File: src/cdcr_pkg.sv
/*
  Shared constants and types of the current-detect and channel-0
  calibration register bank: register indices, field positions, reset
  values, write masks, decode tables and the carrier structs.
  Assumes a single clock domain and an APB slave with 32-bit data.
*/
package cdcr_pkg;

  // ----------------------------------------------------------------------
  // Widths
  // ----------------------------------------------------------------------
  localparam int REG_W = 16;
  localparam int DATA_W = 24;
  localparam int IDX_W = 10;

  // ----------------------------------------------------------------------
  // Register indices (byte address is four times the index)
  // ----------------------------------------------------------------------
  localparam logic [IDX_W-1:0] IDX_GLOBAL_CFG = 10'h006;
  localparam logic [IDX_W-1:0] IDX_LIMIT_HI = 10'h007;
  localparam logic [IDX_W-1:0] IDX_LIMIT_LO_DC = 10'h008;
  localparam logic [IDX_W-1:0] IDX_CH0_SETUP = 10'h009;
  localparam logic [IDX_W-1:0] IDX_CH0_OFS_HI = 10'h00a;
  localparam logic [IDX_W-1:0] IDX_CH0_OFS_LO = 10'h00b;
  localparam logic [IDX_W-1:0] IDX_CH0_GAIN_HI = 10'h00c;
  localparam logic [IDX_W-1:0] IDX_DETECT_STATUS = 10'h020;

  // ----------------------------------------------------------------------
  // Reset values
  // ----------------------------------------------------------------------
  localparam logic [REG_W-1:0] RST_GLOBAL_CFG = 16'h0600;
  localparam logic [REG_W-1:0] RST_LIMIT_HI = 16'h0000;
  localparam logic [REG_W-1:0] RST_LIMIT_LO_DC = 16'h0000;
  localparam logic [REG_W-1:0] RST_CH0_SETUP = 16'h0000;
  localparam logic [REG_W-1:0] RST_CH0_OFS_HI = 16'h0000;
  localparam logic [REG_W-1:0] RST_CH0_OFS_LO = 16'h0000;
  localparam logic [REG_W-1:0] RST_CH0_GAIN_HI = 16'h8000;

  // ----------------------------------------------------------------------
  // Writable bits; all others read as zero
  // ----------------------------------------------------------------------
  localparam logic [REG_W-1:0] WMASK_FULL = 16'hffff;
  localparam logic [REG_W-1:0] WMASK_LIMIT_LO_DC = 16'hff0f;
  localparam logic [REG_W-1:0] WMASK_CH0_SETUP = 16'hffc7;
  localparam logic [REG_W-1:0] WMASK_UPPER_BYTE = 16'hff00;

  // ----------------------------------------------------------------------
  // Field positions
  // ----------------------------------------------------------------------
  localparam int CFG_MODE_ON_BIT = 0;
  localparam int CFG_WINDOW_LSB = 1;
  localparam int CFG_COUNT_LSB = 4;
  localparam int CFG_ALL_CH_BIT = 7;
  localparam int LIMIT_LO_LSB = 8;
  localparam int DC_SETTING_LSB = 0;
  localparam int CH0_PHASE_LSB = 6;
  localparam int CH0_DC_OFF_BIT = 2;
  localparam int CH0_INSEL_LSB = 0;
  localparam int OFS_LO_LSB = 8;
  localparam int STAT_FLAG_BIT = 0;
  localparam int STAT_ACTIVE_BIT = 1;
  localparam int STAT_COUNT_LSB = 8;
  localparam int GAIN_FRAC_BITS = 23;

  // ----------------------------------------------------------------------
  // Decode tables for exceedance count and window length
  // ----------------------------------------------------------------------
  localparam logic [7:0] DET_COUNT_TBL [8] = '{8'h01, 8'h02, 8'h04, 8'h08,
                                              8'h10, 8'h20, 8'h40, 8'h80};
  localparam logic [11:0] DET_WINDOW_TBL [8] = '{12'h080, 12'h100, 12'h200,
                                                 12'h300, 12'h500, 12'h700,
                                                 12'ha00, 12'he00};

  // ----------------------------------------------------------------------
  // Types
  // ----------------------------------------------------------------------
  typedef enum logic [1:0] {
    INSEL_NORMAL, INSEL_SHORTED, INSEL_POS_TEST, INSEL_NEG_TEST
  } cdcr_insel_e;

  typedef struct packed {
    logic [9:0] ch0_phase_shift;
    logic ch0_dc_removal_off;
    logic [3:0] dc_removal_setting;
    logic [3:0] ch0_dc_effective;
    cdcr_insel_e ch0_input_select;
    logic [DATA_W-1:0] ch0_offset;
    logic [DATA_W-1:0] ch0_gain;
  } cdcr_cal_s;

  typedef struct packed {
    logic detect_mode_on;
    logic detect_all_channels;
    logic [2:0] detect_count_select;
    logic [2:0] detect_window_length;
    logic [DATA_W-1:0] detect_limit;
  } cdcr_det_s;

endpackage : cdcr_pkg

File: src/cdcr_code_decode.sv
/*
  Decodes the exceedance-count and window-length codes into counts.
  Assumes codes come straight from the configuration register.
*/
`timescale 1ns/1ps
`default_nettype none
module cdcr_code_decode (
  input wire logic [2:0] count_code,
  input wire logic [2:0] window_code,
  output logic [7:0] count_target,
  output logic [11:0] window_len
);

  // ----------------------------------------------------------------------
  // Table lookup
  // ----------------------------------------------------------------------
  always_comb begin
    count_target = cdcr_pkg::DET_COUNT_TBL[count_code];
    window_len = cdcr_pkg::DET_WINDOW_TBL[window_code];
  end

endmodule : cdcr_code_decode
`default_nettype wire

File: src/cdcr_detect.sv
/*
  Current-detect engine: counts over-limit conversions per window.
  Assumes conv_valid marks one conversion period on the pclk domain.
*/
`timescale 1ns/1ps
`default_nettype none
module cdcr_detect #(
  parameter int NUM_CH = 8
) (
  input wire logic pclk,
  input wire logic presetn,
  input wire cdcr_pkg::cdcr_det_s det_cfg,
  input wire logic [7:0] count_target,
  input wire logic [11:0] window_len,
  input wire logic conv_valid,
  input wire logic [NUM_CH*cdcr_pkg::DATA_W-1:0] conv_data,
  output logic detect_pulse,
  output logic [7:0] exceed_count
);

  localparam int DW = cdcr_pkg::DATA_W;

  logic [NUM_CH-1:0] over;
  logic [DW-1:0] limit_mag;
  logic hit;
  logic last;
  logic [7:0] cnt_d;
  logic [11:0] win_q;
  logic [7:0] cnt_q;
  logic fired_q;
  logic pulse_q;

  // ----------------------------------------------------------------------
  // Magnitude compare per channel
  // ----------------------------------------------------------------------
  assign limit_mag = det_cfg.detect_limit[DW-1] ?
                     (~det_cfg.detect_limit + 24'h00_0001) :
                     det_cfg.detect_limit;

  for (genvar ch = 0; ch < NUM_CH; ch++) begin : g_ch
    logic [DW-1:0] s;
    logic [DW-1:0] mag;
    assign s = conv_data[ch*DW +: DW];
    assign mag = s[DW-1] ? (~s + 24'h00_0001) : s;
    assign over[ch] = mag > limit_mag;
  end

  assign hit = det_cfg.detect_all_channels ? &over : |over;
  assign last = win_q >= (window_len - 12'h001);
  assign cnt_d = (hit && cnt_q != 8'hff) ? cnt_q + 8'h01 : cnt_q;

  // ----------------------------------------------------------------------
  // Window and exceedance counters
  // ----------------------------------------------------------------------
  always_ff @(posedge pclk or negedge presetn) begin
    if (!presetn) begin
      win_q <= '0;
      cnt_q <= '0;
      fired_q <= 1'b0;
      pulse_q <= 1'b0;
    end else if (!det_cfg.detect_mode_on) begin
      win_q <= '0;
      cnt_q <= '0;
      fired_q <= 1'b0;
      pulse_q <= 1'b0;
    end else if (conv_valid) begin
      pulse_q <= !fired_q && (cnt_d >= count_target);
      if (last) begin
        win_q <= '0;
        cnt_q <= '0;
        fired_q <= 1'b0;
      end else begin
        win_q <= win_q + 12'h001;
        cnt_q <= cnt_d;
        fired_q <= fired_q || (cnt_d >= count_target);
      end
    end else begin
      pulse_q <= 1'b0;
    end
  end

  assign detect_pulse = pulse_q;
  assign exceed_count = cnt_q;

endmodule : cdcr_detect
`default_nettype wire

File: src/cdcr_regs.sv
/*
  APB register bank for current detect, DC removal and channel-0
  calibration, with the detect engine and a channel-0 correction stage.
  Assumes an APB master on pclk and conversion data on the same clock.
*/
// How it works
// - Count code selects 1 to 128 exceedances
// - Length code selects 128 to 3584 periods
// - Bit 0 enables current detect, resets off
// - Threshold 24 bits, split over two registers
// - Lower threshold bits 7:4 read zero
// - Bits 3:0 hold global DC removal setting
// - Channel 0 phase shift, 10-bit signed field
// - Channel 0 DC removal disable bit
// - Channel 0 input select, four choices
// - Offset upper register holds bits 23:8
// - Offset lower byte in 15:8, rest zero
// - Gain upper word resets to 8000h
// - Detect on any channel or all channels
`timescale 1ns/1ps
`default_nettype none
module cdcr_regs #(
  parameter int NUM_CH = 8,
  parameter int ADDR_W = 12
) (
  input wire logic pclk,
  input wire logic presetn,
  input wire logic psel,
  input wire logic penable,
  input wire logic pwrite,
  input wire logic [ADDR_W-1:0] paddr,
  input wire logic [31:0] pwdata,
  input wire logic [3:0] pstrb,
  output logic [31:0] prdata,
  output logic pready,
  output logic pslverr,
  input wire logic conv_valid,
  input wire logic [NUM_CH*cdcr_pkg::DATA_W-1:0] conv_data,
  output cdcr_pkg::cdcr_cal_s cal_cfg,
  output logic detect_pulse,
  output logic detect_flag,
  output logic [cdcr_pkg::DATA_W-1:0] ch0_corr_data,
  output logic ch0_corr_valid
);

  localparam int RW = cdcr_pkg::REG_W;
  localparam int DW = cdcr_pkg::DATA_W;

  // ----------------------------------------------------------------------
  // Register storage
  // ----------------------------------------------------------------------
  logic [RW-1:0] global_configuration_q;
  logic [RW-1:0] detect_limit_high_word_q;
  logic [RW-1:0] detect_limit_low_and_dc_removal_q;
  logic [RW-1:0] channel0_setup_q;
  logic [RW-1:0] channel0_offset_high_word_q;
  logic [RW-1:0] channel0_offset_low_byte_q;
  logic [RW-1:0] channel0_gain_high_word_q;
  logic detect_flag_q;
  logic [31:0] prdata_q;

  // ----------------------------------------------------------------------
  // Bus decode
  // ----------------------------------------------------------------------
  logic setup;
  logic access;
  logic wr;
  logic [cdcr_pkg::IDX_W-1:0] idx;
  logic aligned;
  logic mapped;
  logic [RW-1:0] lane_mask;
  logic [RW-1:0] rd_word;

  assign setup = psel && !penable;
  assign access = psel && penable;
  assign aligned = paddr[1:0] == 2'b00;
  assign idx = cdcr_pkg::IDX_W'(paddr[ADDR_W-1:2]);
  assign lane_mask = {{8{pstrb[1]}}, {8{pstrb[0]}}};

  always_comb begin
    case (idx)
      cdcr_pkg::IDX_GLOBAL_CFG,
      cdcr_pkg::IDX_LIMIT_HI,
      cdcr_pkg::IDX_LIMIT_LO_DC,
      cdcr_pkg::IDX_CH0_SETUP,
      cdcr_pkg::IDX_CH0_OFS_HI,
      cdcr_pkg::IDX_CH0_OFS_LO,
      cdcr_pkg::IDX_CH0_GAIN_HI,
      cdcr_pkg::IDX_DETECT_STATUS: mapped = aligned;
      default: mapped = 1'b0;
    endcase
  end

  assign wr = access && pwrite && mapped;
  assign pready = access;
  assign pslverr = access && !mapped;

  // Merge enabled byte lanes and writable bits into a register
  function automatic logic [RW-1:0] cdcr_merge(
    input logic [RW-1:0] old_val,
    input logic [RW-1:0] new_val,
    input logic [RW-1:0] lanes,
    input logic [RW-1:0] wmask
  );
    logic [RW-1:0] m;
    m = lanes & wmask;
    cdcr_merge = (old_val & ~m) | (new_val & m);
  endfunction : cdcr_merge

  // ----------------------------------------------------------------------
  // Global configuration
  // ----------------------------------------------------------------------
  always_ff @(posedge pclk or negedge presetn) begin
    if (!presetn) begin
      global_configuration_q <= cdcr_pkg::RST_GLOBAL_CFG;
    end else if (wr && idx == cdcr_pkg::IDX_GLOBAL_CFG) begin
      global_configuration_q <= cdcr_merge(global_configuration_q,
        pwdata[RW-1:0], lane_mask, cdcr_pkg::WMASK_FULL);
    end
  end

  // ----------------------------------------------------------------------
  // Detect limit and DC removal
  // ----------------------------------------------------------------------
  always_ff @(posedge pclk or negedge presetn) begin
    if (!presetn) begin
      detect_limit_high_word_q <= cdcr_pkg::RST_LIMIT_HI;
    end else if (wr && idx == cdcr_pkg::IDX_LIMIT_HI) begin
      detect_limit_high_word_q <= cdcr_merge(detect_limit_high_word_q,
        pwdata[RW-1:0], lane_mask, cdcr_pkg::WMASK_FULL);
    end
  end

  always_ff @(posedge pclk or negedge presetn) begin
    if (!presetn) begin
      detect_limit_low_and_dc_removal_q <= cdcr_pkg::RST_LIMIT_LO_DC;
    end else if (wr && idx == cdcr_pkg::IDX_LIMIT_LO_DC) begin
      detect_limit_low_and_dc_removal_q <= cdcr_merge(
        detect_limit_low_and_dc_removal_q, pwdata[RW-1:0], lane_mask,
        cdcr_pkg::WMASK_LIMIT_LO_DC);
    end
  end

  // ----------------------------------------------------------------------
  // Channel 0 setup
  // ----------------------------------------------------------------------
  always_ff @(posedge pclk or negedge presetn) begin
    if (!presetn) begin
      channel0_setup_q <= cdcr_pkg::RST_CH0_SETUP;
    end else if (wr && idx == cdcr_pkg::IDX_CH0_SETUP) begin
      channel0_setup_q <= cdcr_merge(channel0_setup_q, pwdata[RW-1:0],
        lane_mask, cdcr_pkg::WMASK_CH0_SETUP);
    end
  end

  // ----------------------------------------------------------------------
  // Channel 0 offset and gain
  // ----------------------------------------------------------------------
  always_ff @(posedge pclk or negedge presetn) begin
    if (!presetn) begin
      channel0_offset_high_word_q <= cdcr_pkg::RST_CH0_OFS_HI;
    end else if (wr && idx == cdcr_pkg::IDX_CH0_OFS_HI) begin
      channel0_offset_high_word_q <= cdcr_merge(
        channel0_offset_high_word_q, pwdata[RW-1:0], lane_mask,
        cdcr_pkg::WMASK_FULL);
    end
  end

  always_ff @(posedge pclk or negedge presetn) begin
    if (!presetn) begin
      channel0_offset_low_byte_q <= cdcr_pkg::RST_CH0_OFS_LO;
    end else if (wr && idx == cdcr_pkg::IDX_CH0_OFS_LO) begin
      channel0_offset_low_byte_q <= cdcr_merge(
        channel0_offset_low_byte_q, pwdata[RW-1:0], lane_mask,
        cdcr_pkg::WMASK_UPPER_BYTE);
    end
  end

  always_ff @(posedge pclk or negedge presetn) begin
    if (!presetn) begin
      channel0_gain_high_word_q <= cdcr_pkg::RST_CH0_GAIN_HI;
    end else if (wr && idx == cdcr_pkg::IDX_CH0_GAIN_HI) begin
      channel0_gain_high_word_q <= cdcr_merge(channel0_gain_high_word_q,
        pwdata[RW-1:0], lane_mask, cdcr_pkg::WMASK_FULL);
    end
  end

  // ----------------------------------------------------------------------
  // Assembled datapath values
  // ----------------------------------------------------------------------
  cdcr_pkg::cdcr_det_s det_cfg;
  logic [7:0] count_target;
  logic [11:0] window_len;
  logic [7:0] exceed_count;
  logic det_pulse;

  always_comb begin
    det_cfg.detect_mode_on =
      global_configuration_q[cdcr_pkg::CFG_MODE_ON_BIT];
    det_cfg.detect_all_channels =
      global_configuration_q[cdcr_pkg::CFG_ALL_CH_BIT];
    det_cfg.detect_count_select =
      global_configuration_q[cdcr_pkg::CFG_COUNT_LSB +: 3];
    det_cfg.detect_window_length =
      global_configuration_q[cdcr_pkg::CFG_WINDOW_LSB +: 3];
    det_cfg.detect_limit = {detect_limit_high_word_q,
      detect_limit_low_and_dc_removal_q[cdcr_pkg::LIMIT_LO_LSB +: 8]};
  end

  always_comb begin
    cal_cfg.ch0_phase_shift =
      channel0_setup_q[cdcr_pkg::CH0_PHASE_LSB +: 10];
    cal_cfg.ch0_dc_removal_off =
      channel0_setup_q[cdcr_pkg::CH0_DC_OFF_BIT];
    cal_cfg.dc_removal_setting =
      detect_limit_low_and_dc_removal_q[cdcr_pkg::DC_SETTING_LSB +: 4];
    cal_cfg.ch0_dc_effective = cal_cfg.ch0_dc_removal_off ? 4'h0 :
      cal_cfg.dc_removal_setting;
    cal_cfg.ch0_input_select = cdcr_pkg::cdcr_insel_e'(
      channel0_setup_q[cdcr_pkg::CH0_INSEL_LSB +: 2]);
    cal_cfg.ch0_offset = {channel0_offset_high_word_q,
      channel0_offset_low_byte_q[cdcr_pkg::OFS_LO_LSB +: 8]};
    cal_cfg.ch0_gain = {channel0_gain_high_word_q, 8'h00};
  end

  // ----------------------------------------------------------------------
  // Detect engine
  // ----------------------------------------------------------------------
  cdcr_code_decode u_decode (
    .count_code(det_cfg.detect_count_select),
    .window_code(det_cfg.detect_window_length),
    .count_target(count_target),
    .window_len(window_len)
  );

  cdcr_detect #(
    .NUM_CH(NUM_CH)
  ) u_detect (
    .pclk(pclk),
    .presetn(presetn),
    .det_cfg(det_cfg),
    .count_target(count_target),
    .window_len(window_len),
    .conv_valid(conv_valid),
    .conv_data(conv_data),
    .detect_pulse(det_pulse),
    .exceed_count(exceed_count)
  );

  assign detect_pulse = det_pulse;

  // Sticky flag, write one to clear; a new detection wins over the clear
  always_ff @(posedge pclk or negedge presetn) begin
    if (!presetn) begin
      detect_flag_q <= 1'b0;
    end else if (det_pulse) begin
      detect_flag_q <= 1'b1;
    end else if (wr && idx == cdcr_pkg::IDX_DETECT_STATUS &&
                 pstrb[0] && pwdata[cdcr_pkg::STAT_FLAG_BIT]) begin
      detect_flag_q <= 1'b0;
    end
  end

  assign detect_flag = detect_flag_q;

  // ----------------------------------------------------------------------
  // Read data, captured in the setup phase
  // ----------------------------------------------------------------------
  always_comb begin
    rd_word = '0;
    case (idx)
      cdcr_pkg::IDX_GLOBAL_CFG: rd_word = global_configuration_q;
      cdcr_pkg::IDX_LIMIT_HI: rd_word = detect_limit_high_word_q;
      cdcr_pkg::IDX_LIMIT_LO_DC:
        rd_word = detect_limit_low_and_dc_removal_q;
      cdcr_pkg::IDX_CH0_SETUP: rd_word = channel0_setup_q;
      cdcr_pkg::IDX_CH0_OFS_HI: rd_word = channel0_offset_high_word_q;
      cdcr_pkg::IDX_CH0_OFS_LO:
        rd_word = channel0_offset_low_byte_q;
      cdcr_pkg::IDX_CH0_GAIN_HI: rd_word = channel0_gain_high_word_q;
      cdcr_pkg::IDX_DETECT_STATUS: begin
        rd_word[cdcr_pkg::STAT_FLAG_BIT] = detect_flag_q;
        rd_word[cdcr_pkg::STAT_ACTIVE_BIT] = det_cfg.detect_mode_on;
        rd_word[cdcr_pkg::STAT_COUNT_LSB +: 8] = exceed_count;
      end
      default: rd_word = '0;
    endcase
  end

  always_ff @(posedge pclk or negedge presetn) begin
    if (!presetn) begin
      prdata_q <= '0;
    end else if (setup) begin
      prdata_q <= (!pwrite && mapped) ? {16'h0000, rd_word} : 32'h0000_0000;
    end
  end

  assign prdata = prdata_q;

  // ----------------------------------------------------------------------
  // Channel 0 offset and gain correction
  // ----------------------------------------------------------------------
  logic signed [DW:0] diff_d;
  logic signed [DW:0] diff_q;
  logic stage1_q;
  logic signed [2*DW+1:0] prod;
  logic signed [2*DW+1:0] scaled;
  logic [DW-1:0] sat;
  logic [DW-1:0] corr_q;
  logic corr_valid_q;

  assign diff_d = $signed({conv_data[DW-1], conv_data[DW-1:0]}) -
                  $signed({cal_cfg.ch0_offset[DW-1], cal_cfg.ch0_offset});
  assign prod = diff_q * $signed({1'b0, cal_cfg.ch0_gain});
  assign scaled = prod >>> cdcr_pkg::GAIN_FRAC_BITS;

  always_comb begin
    if (scaled > $signed({{(DW+3){1'b0}}, {(DW-1){1'b1}}})) begin
      sat = {1'b0, {(DW-1){1'b1}}};
    end else if (scaled < -$signed({{(DW+2){1'b0}}, 1'b1, {(DW-1){1'b0}}}))
    begin
      sat = {1'b1, {(DW-1){1'b0}}};
    end else begin
      sat = scaled[DW-1:0];
    end
  end

  always_ff @(posedge pclk or negedge presetn) begin
    if (!presetn) begin
      diff_q <= '0;
      stage1_q <= 1'b0;
    end else begin
      stage1_q <= conv_valid;
      if (conv_valid) begin
        diff_q <= diff_d;
      end
    end
  end

  always_ff @(posedge pclk or negedge presetn) begin
    if (!presetn) begin
      corr_q <= '0;
      corr_valid_q <= 1'b0;
    end else begin
      corr_valid_q <= stage1_q;
      if (stage1_q) begin
        corr_q <= sat;
      end
    end
  end

  assign ch0_corr_data = corr_q;
  assign ch0_corr_valid = corr_valid_q;

endmodule : cdcr_regs
`default_nettype wire

File: config.mk
export PLATFORM = sky130hd
export DESIGN_NAME = cdcr_regs
export DESIGN_NICKNAME = d
export VERILOG_FILES = /design/src/cdcr_pkg.sv /design/src/cdcr_code_decode.sv /design/src/cdcr_detect.sv /design/src/cdcr_regs.sv
export SDC_FILE = /design/constraint.sdc
export NUM_CORES = 2
export LEC_CHECK = 0
export ABC_AREA = 0
export BUFFER_PORTS_ARGS = -buffer_cell sky130_fd_sc_hd__buf_2
export CAP_MARGIN = 25
export CORE_MARGIN = 5
export CORE_UTILIZATION = 49
export CTS_CLUSTER_SIZE = 10
export DETAILED_ROUTE_END_ITERATION = 6
export GPL_TIMING_DRIVEN = 0
export PLACE_DENSITY = 0.69
export RECOVER_POWER = 100
export SYNTH_ARGS = -nofsm -noshare
export SYNTH_HDL_FRONTEND = slang
export SYNTH_SLANG_ARGS = --single-unit
File: constraint.sdc
create_clock -name pclk -period 12.8 [get_ports pclk]
set_input_delay 2.56 -clock pclk [delete_from_list [all_inputs] [get_ports pclk]]
set_output_delay 2.56 -clock pclk [all_outputs]
set_load 0.1 [all_outputs]
==> results.json <==
{
  "cp-end-kind": "flop",
  "met2_usage": 0.4442,
  "detail-route-antenna-nets": 0,
  "slowest_stage": "o31ai_1",
  "yosysUniqueCellTypes": 94,
  "use_met1": 0.3759,
  "vias": 28060,
  "cp_data_arrival_time_ns": 10.35,
  "ctsResizeCount": 0,
  "antenna_found_initial": 21,
  "synthXorXnorAreaFrac": 0.06495,
  "io_pins": 376,
  "path_max_fanout": 10,
  "ys.warnings.count": 0,
  "async_reset_ff_frac": 1.000,
  "finalSetupViolations": 0,
  "post_drt_wl_per_cell_um": 20.61,
  "synthAdderAreaFrac": 0.3704,
  "synth.most_common_cell": "inv_1",
  "drt_wl_total_um": 101500,
  "netlist.area_leader.share": 0.2393,
  "drv_cap": 1,
  "p_leak_nw": 17.46,
  "cts_tree": "done",
  "finClkSkew_ns": 0.01495,
  "worstSkewPairLatency_ns": 0.46,
  "max-vdd-ir-drop_mv": 0.09315,
  "cts.hold.buffers_added": 0,
  "grtUsageTotal": 0.2775,
  "fin_util": 0.5474,
  "vias_per_cell": 5.694,
  "synth-seq-cells": 187,
  "synth.mux.area_fraction": 0.04835,
  "initial_utilization": 0.4954,
  "synthCells": 3637,
  "slew_headroom": -3.030,
  "min_period_ns": 9.948,
  "grt_first_pass_wirelength_um": 156100,
  "ys_seq_area_frac": 0.1435,
  "tightest_slew_ns": 6.044,
  "grt_max_degree": 104,
  "cts_buffers": 17,
  "io_buffers": 332,
  "clk_pin_slew_ns": 0.08,
  "area_growth_pct": 10.49,
  "fin_hold_ws_ns": 0.3705,
  "syn_area_um2": 32630,
  "setup_tns_ns": 0,
  "rsz0062_at_grt": "false",
  "yosys.area.top_type": "fa_1",
  "gr-usage-met3": 0.05237,
  "synth_top_family_by_area": "adder cells",
  "max-clock-path-buffers": 2,
  "die-area_um2": 71860,
  "drive_above_1_share": 0.1202,
  "path_class": "flop to flop",
  "cpMostUsedCell": "fa_1",
  "worst_ep_required_time_ns": 13.20,
  "drt-initial-drc-count": 2367,
  "cts_sinks": 187,
  "cp_slowest_stage_delay_ns": 0.93,
  "hold_viol_final": 0,
  "synth_edf_count": 0,
  "path_buf_inv": 8,
  "slew_viol_final": 104,
  "chipHeight_um": 268.1,
  "synth_common_cells": "inv_1 (531), nand2_1 (436), fa_1 (390)",
  "ys_top_cells_by_area": "fa_1 (24%), dfrtp_1 (14%), ha_1 (13%)",
  "coreArea_um2": 65860,
  "drc": 0,
  "cp_top_family": "adder cells",
  "hold_class": "flop to flop",
  "hpwl_um": 85060,
  "core.rowCount": 94,
  "gp_congestion": 0.9441,
  "crit_path_start_kind": "flop",
  "fmax_ghz": 0.1005,
  "violations": "max-capacitance violations, max-slew violations",
  "synth-simple-area-share": 0.1648,
  "powerDensity_nw_per_um2": 48.47,
  "ctsHtreeMaxLevel": 4,
  "synth_compound_area_frac": 0.1242,
  "grt_overflow_total": 0,
  "busiest_layer": "met2",
  "die_x_um": 268.1,
  "drtPass1Iterations": 5,
  "cts_setup_buffers": 0,
  "final_nets": 5009,
  "clock_tree.root_cell": "clkbuf_16",
  "ys.flop_type": "dfrtp_1",
  "run_status": "finished, violations left",
  "synth_area_per_cell_um2": 8.972,
  "grt_pass1_vias": 27870,
  "final.period_utilization": 0.7772
}
[final timing paths]
| path | to | cells after the start | slack [ns] | start |
|---|---|---|---|---|
| min in group asynchronous | ch0_corr_data[22] | 1 | 4.33 | presetn |
| setup / recovery | ch0_corr_data[12] | 27 | 2.85 | flop |
| hold / removal | ch0_corr_valid | 0 | 0.37 | stage1_q |
| hold reg to reg | ch0_corr_valid | 0 | 0.37 | stage1_q |
| max in group asynchronous | asynchronous set/reset pin | 1 | 5.09 | presetn |
| setup reg to reg | ch0_corr_data[12] | 27 | 2.85 | flop |
[layer usage]
| layer | part of all wire | vias to the layer above |
|---|---|---|
| met1 | 0.41 | 13740 |
| li1 | - | 12840 |
| met4 | 0.047 | 4 |
| met3 | 0.082 | 263 |
| met5 | 0.00027 | - |
| met2 | 0.46 | 1222 |
[through the flow]
step	setup slack [ns]	total power, mW	cells	instance area, um2
4_1_cts	4.051	1.750	4907	36310
5_1_grt	2.305	1.828	4922	36040
3_5_place_dp	3.567	1.195	4875	35720
3_3_place_gp	3.653	1.185	4856	35460
6_report	2.852	1.747	4928	36050
2_1_floorplan	4.536	0.9993	3660	32720
[cell families after synthesis]
| group | count (synthesis) |
|---|---|
| other | 1 |
| flip-flops | 187 |
| buffers and inverters | 689 |
| multiplexers | 142 |
| AND/OR/NAND/NOR | 1063 |
| XOR/XNOR | 242 |
| AO/OA/AOI/OAI | 581 |
| adder cells (fa/ha/maj) | 732 |
[cells in the final DEF, fill, tap and decap left out, types with 28 or more instances in the layout]
| master | Yosys | final |
|---|---|---|
| o21ai_0 | 143 | 146 |
| nand2_1 | 436 | 436 |
| clkbuf_1 | 119 | 237 |
| or3_1 | 28 | 28 |
| xor2_1 | 36 | 31 |
| buf_4 | 28 | 35 |
| a21o_1 | 81 | 81 |
| o31ai_1 | 52 | 54 |
| fa_1 | 390 | 390 |
| nor3_1 | 39 | 39 |
| xnor2_1 | 206 | 206 |
| nor2_1 | 118 | 118 |
| or4_1 | 28 | 30 |
| ha_1 | 342 | 342 |
| a21oi_1 | 109 | 117 |
| and2_1 | 173 | 171 |
| buf_2 | 3 | 222 |
| dfrtp_1 | 184 | 184 |
| nand4_1 | 41 | 41 |
| inv_1 | 531 | 531 |
| nor2b_1 | 33 | 33 |
| nand3_1 | 41 | 41 |
| mux2_2 | 125 | 123 |
| nand2b_1 | 37 | 37 |
[power breakdown]
part	leakage, nW	switching (mW)	internal, mW
logic	14.7	0.347	0.194
clock network	0.283	0.265	0.293
registers	2.51	0.0413	0.607
[area by class of cell]
type                            instances  area (um2)
Buffer                                158       720.7
Clock buffer                           19       432.9
Tap cell                              864        1081
Inverter                              531        1993
Sequential cell                       187        4683
Antenna cell                           20       50.05
Timing Repair Buffer                  352        1739
Multi-Input combinational cell       2784       25190
Fill cell                            6224       29810
Clock inverter                         13       165.2
Power figures use the tool's default switching activity.
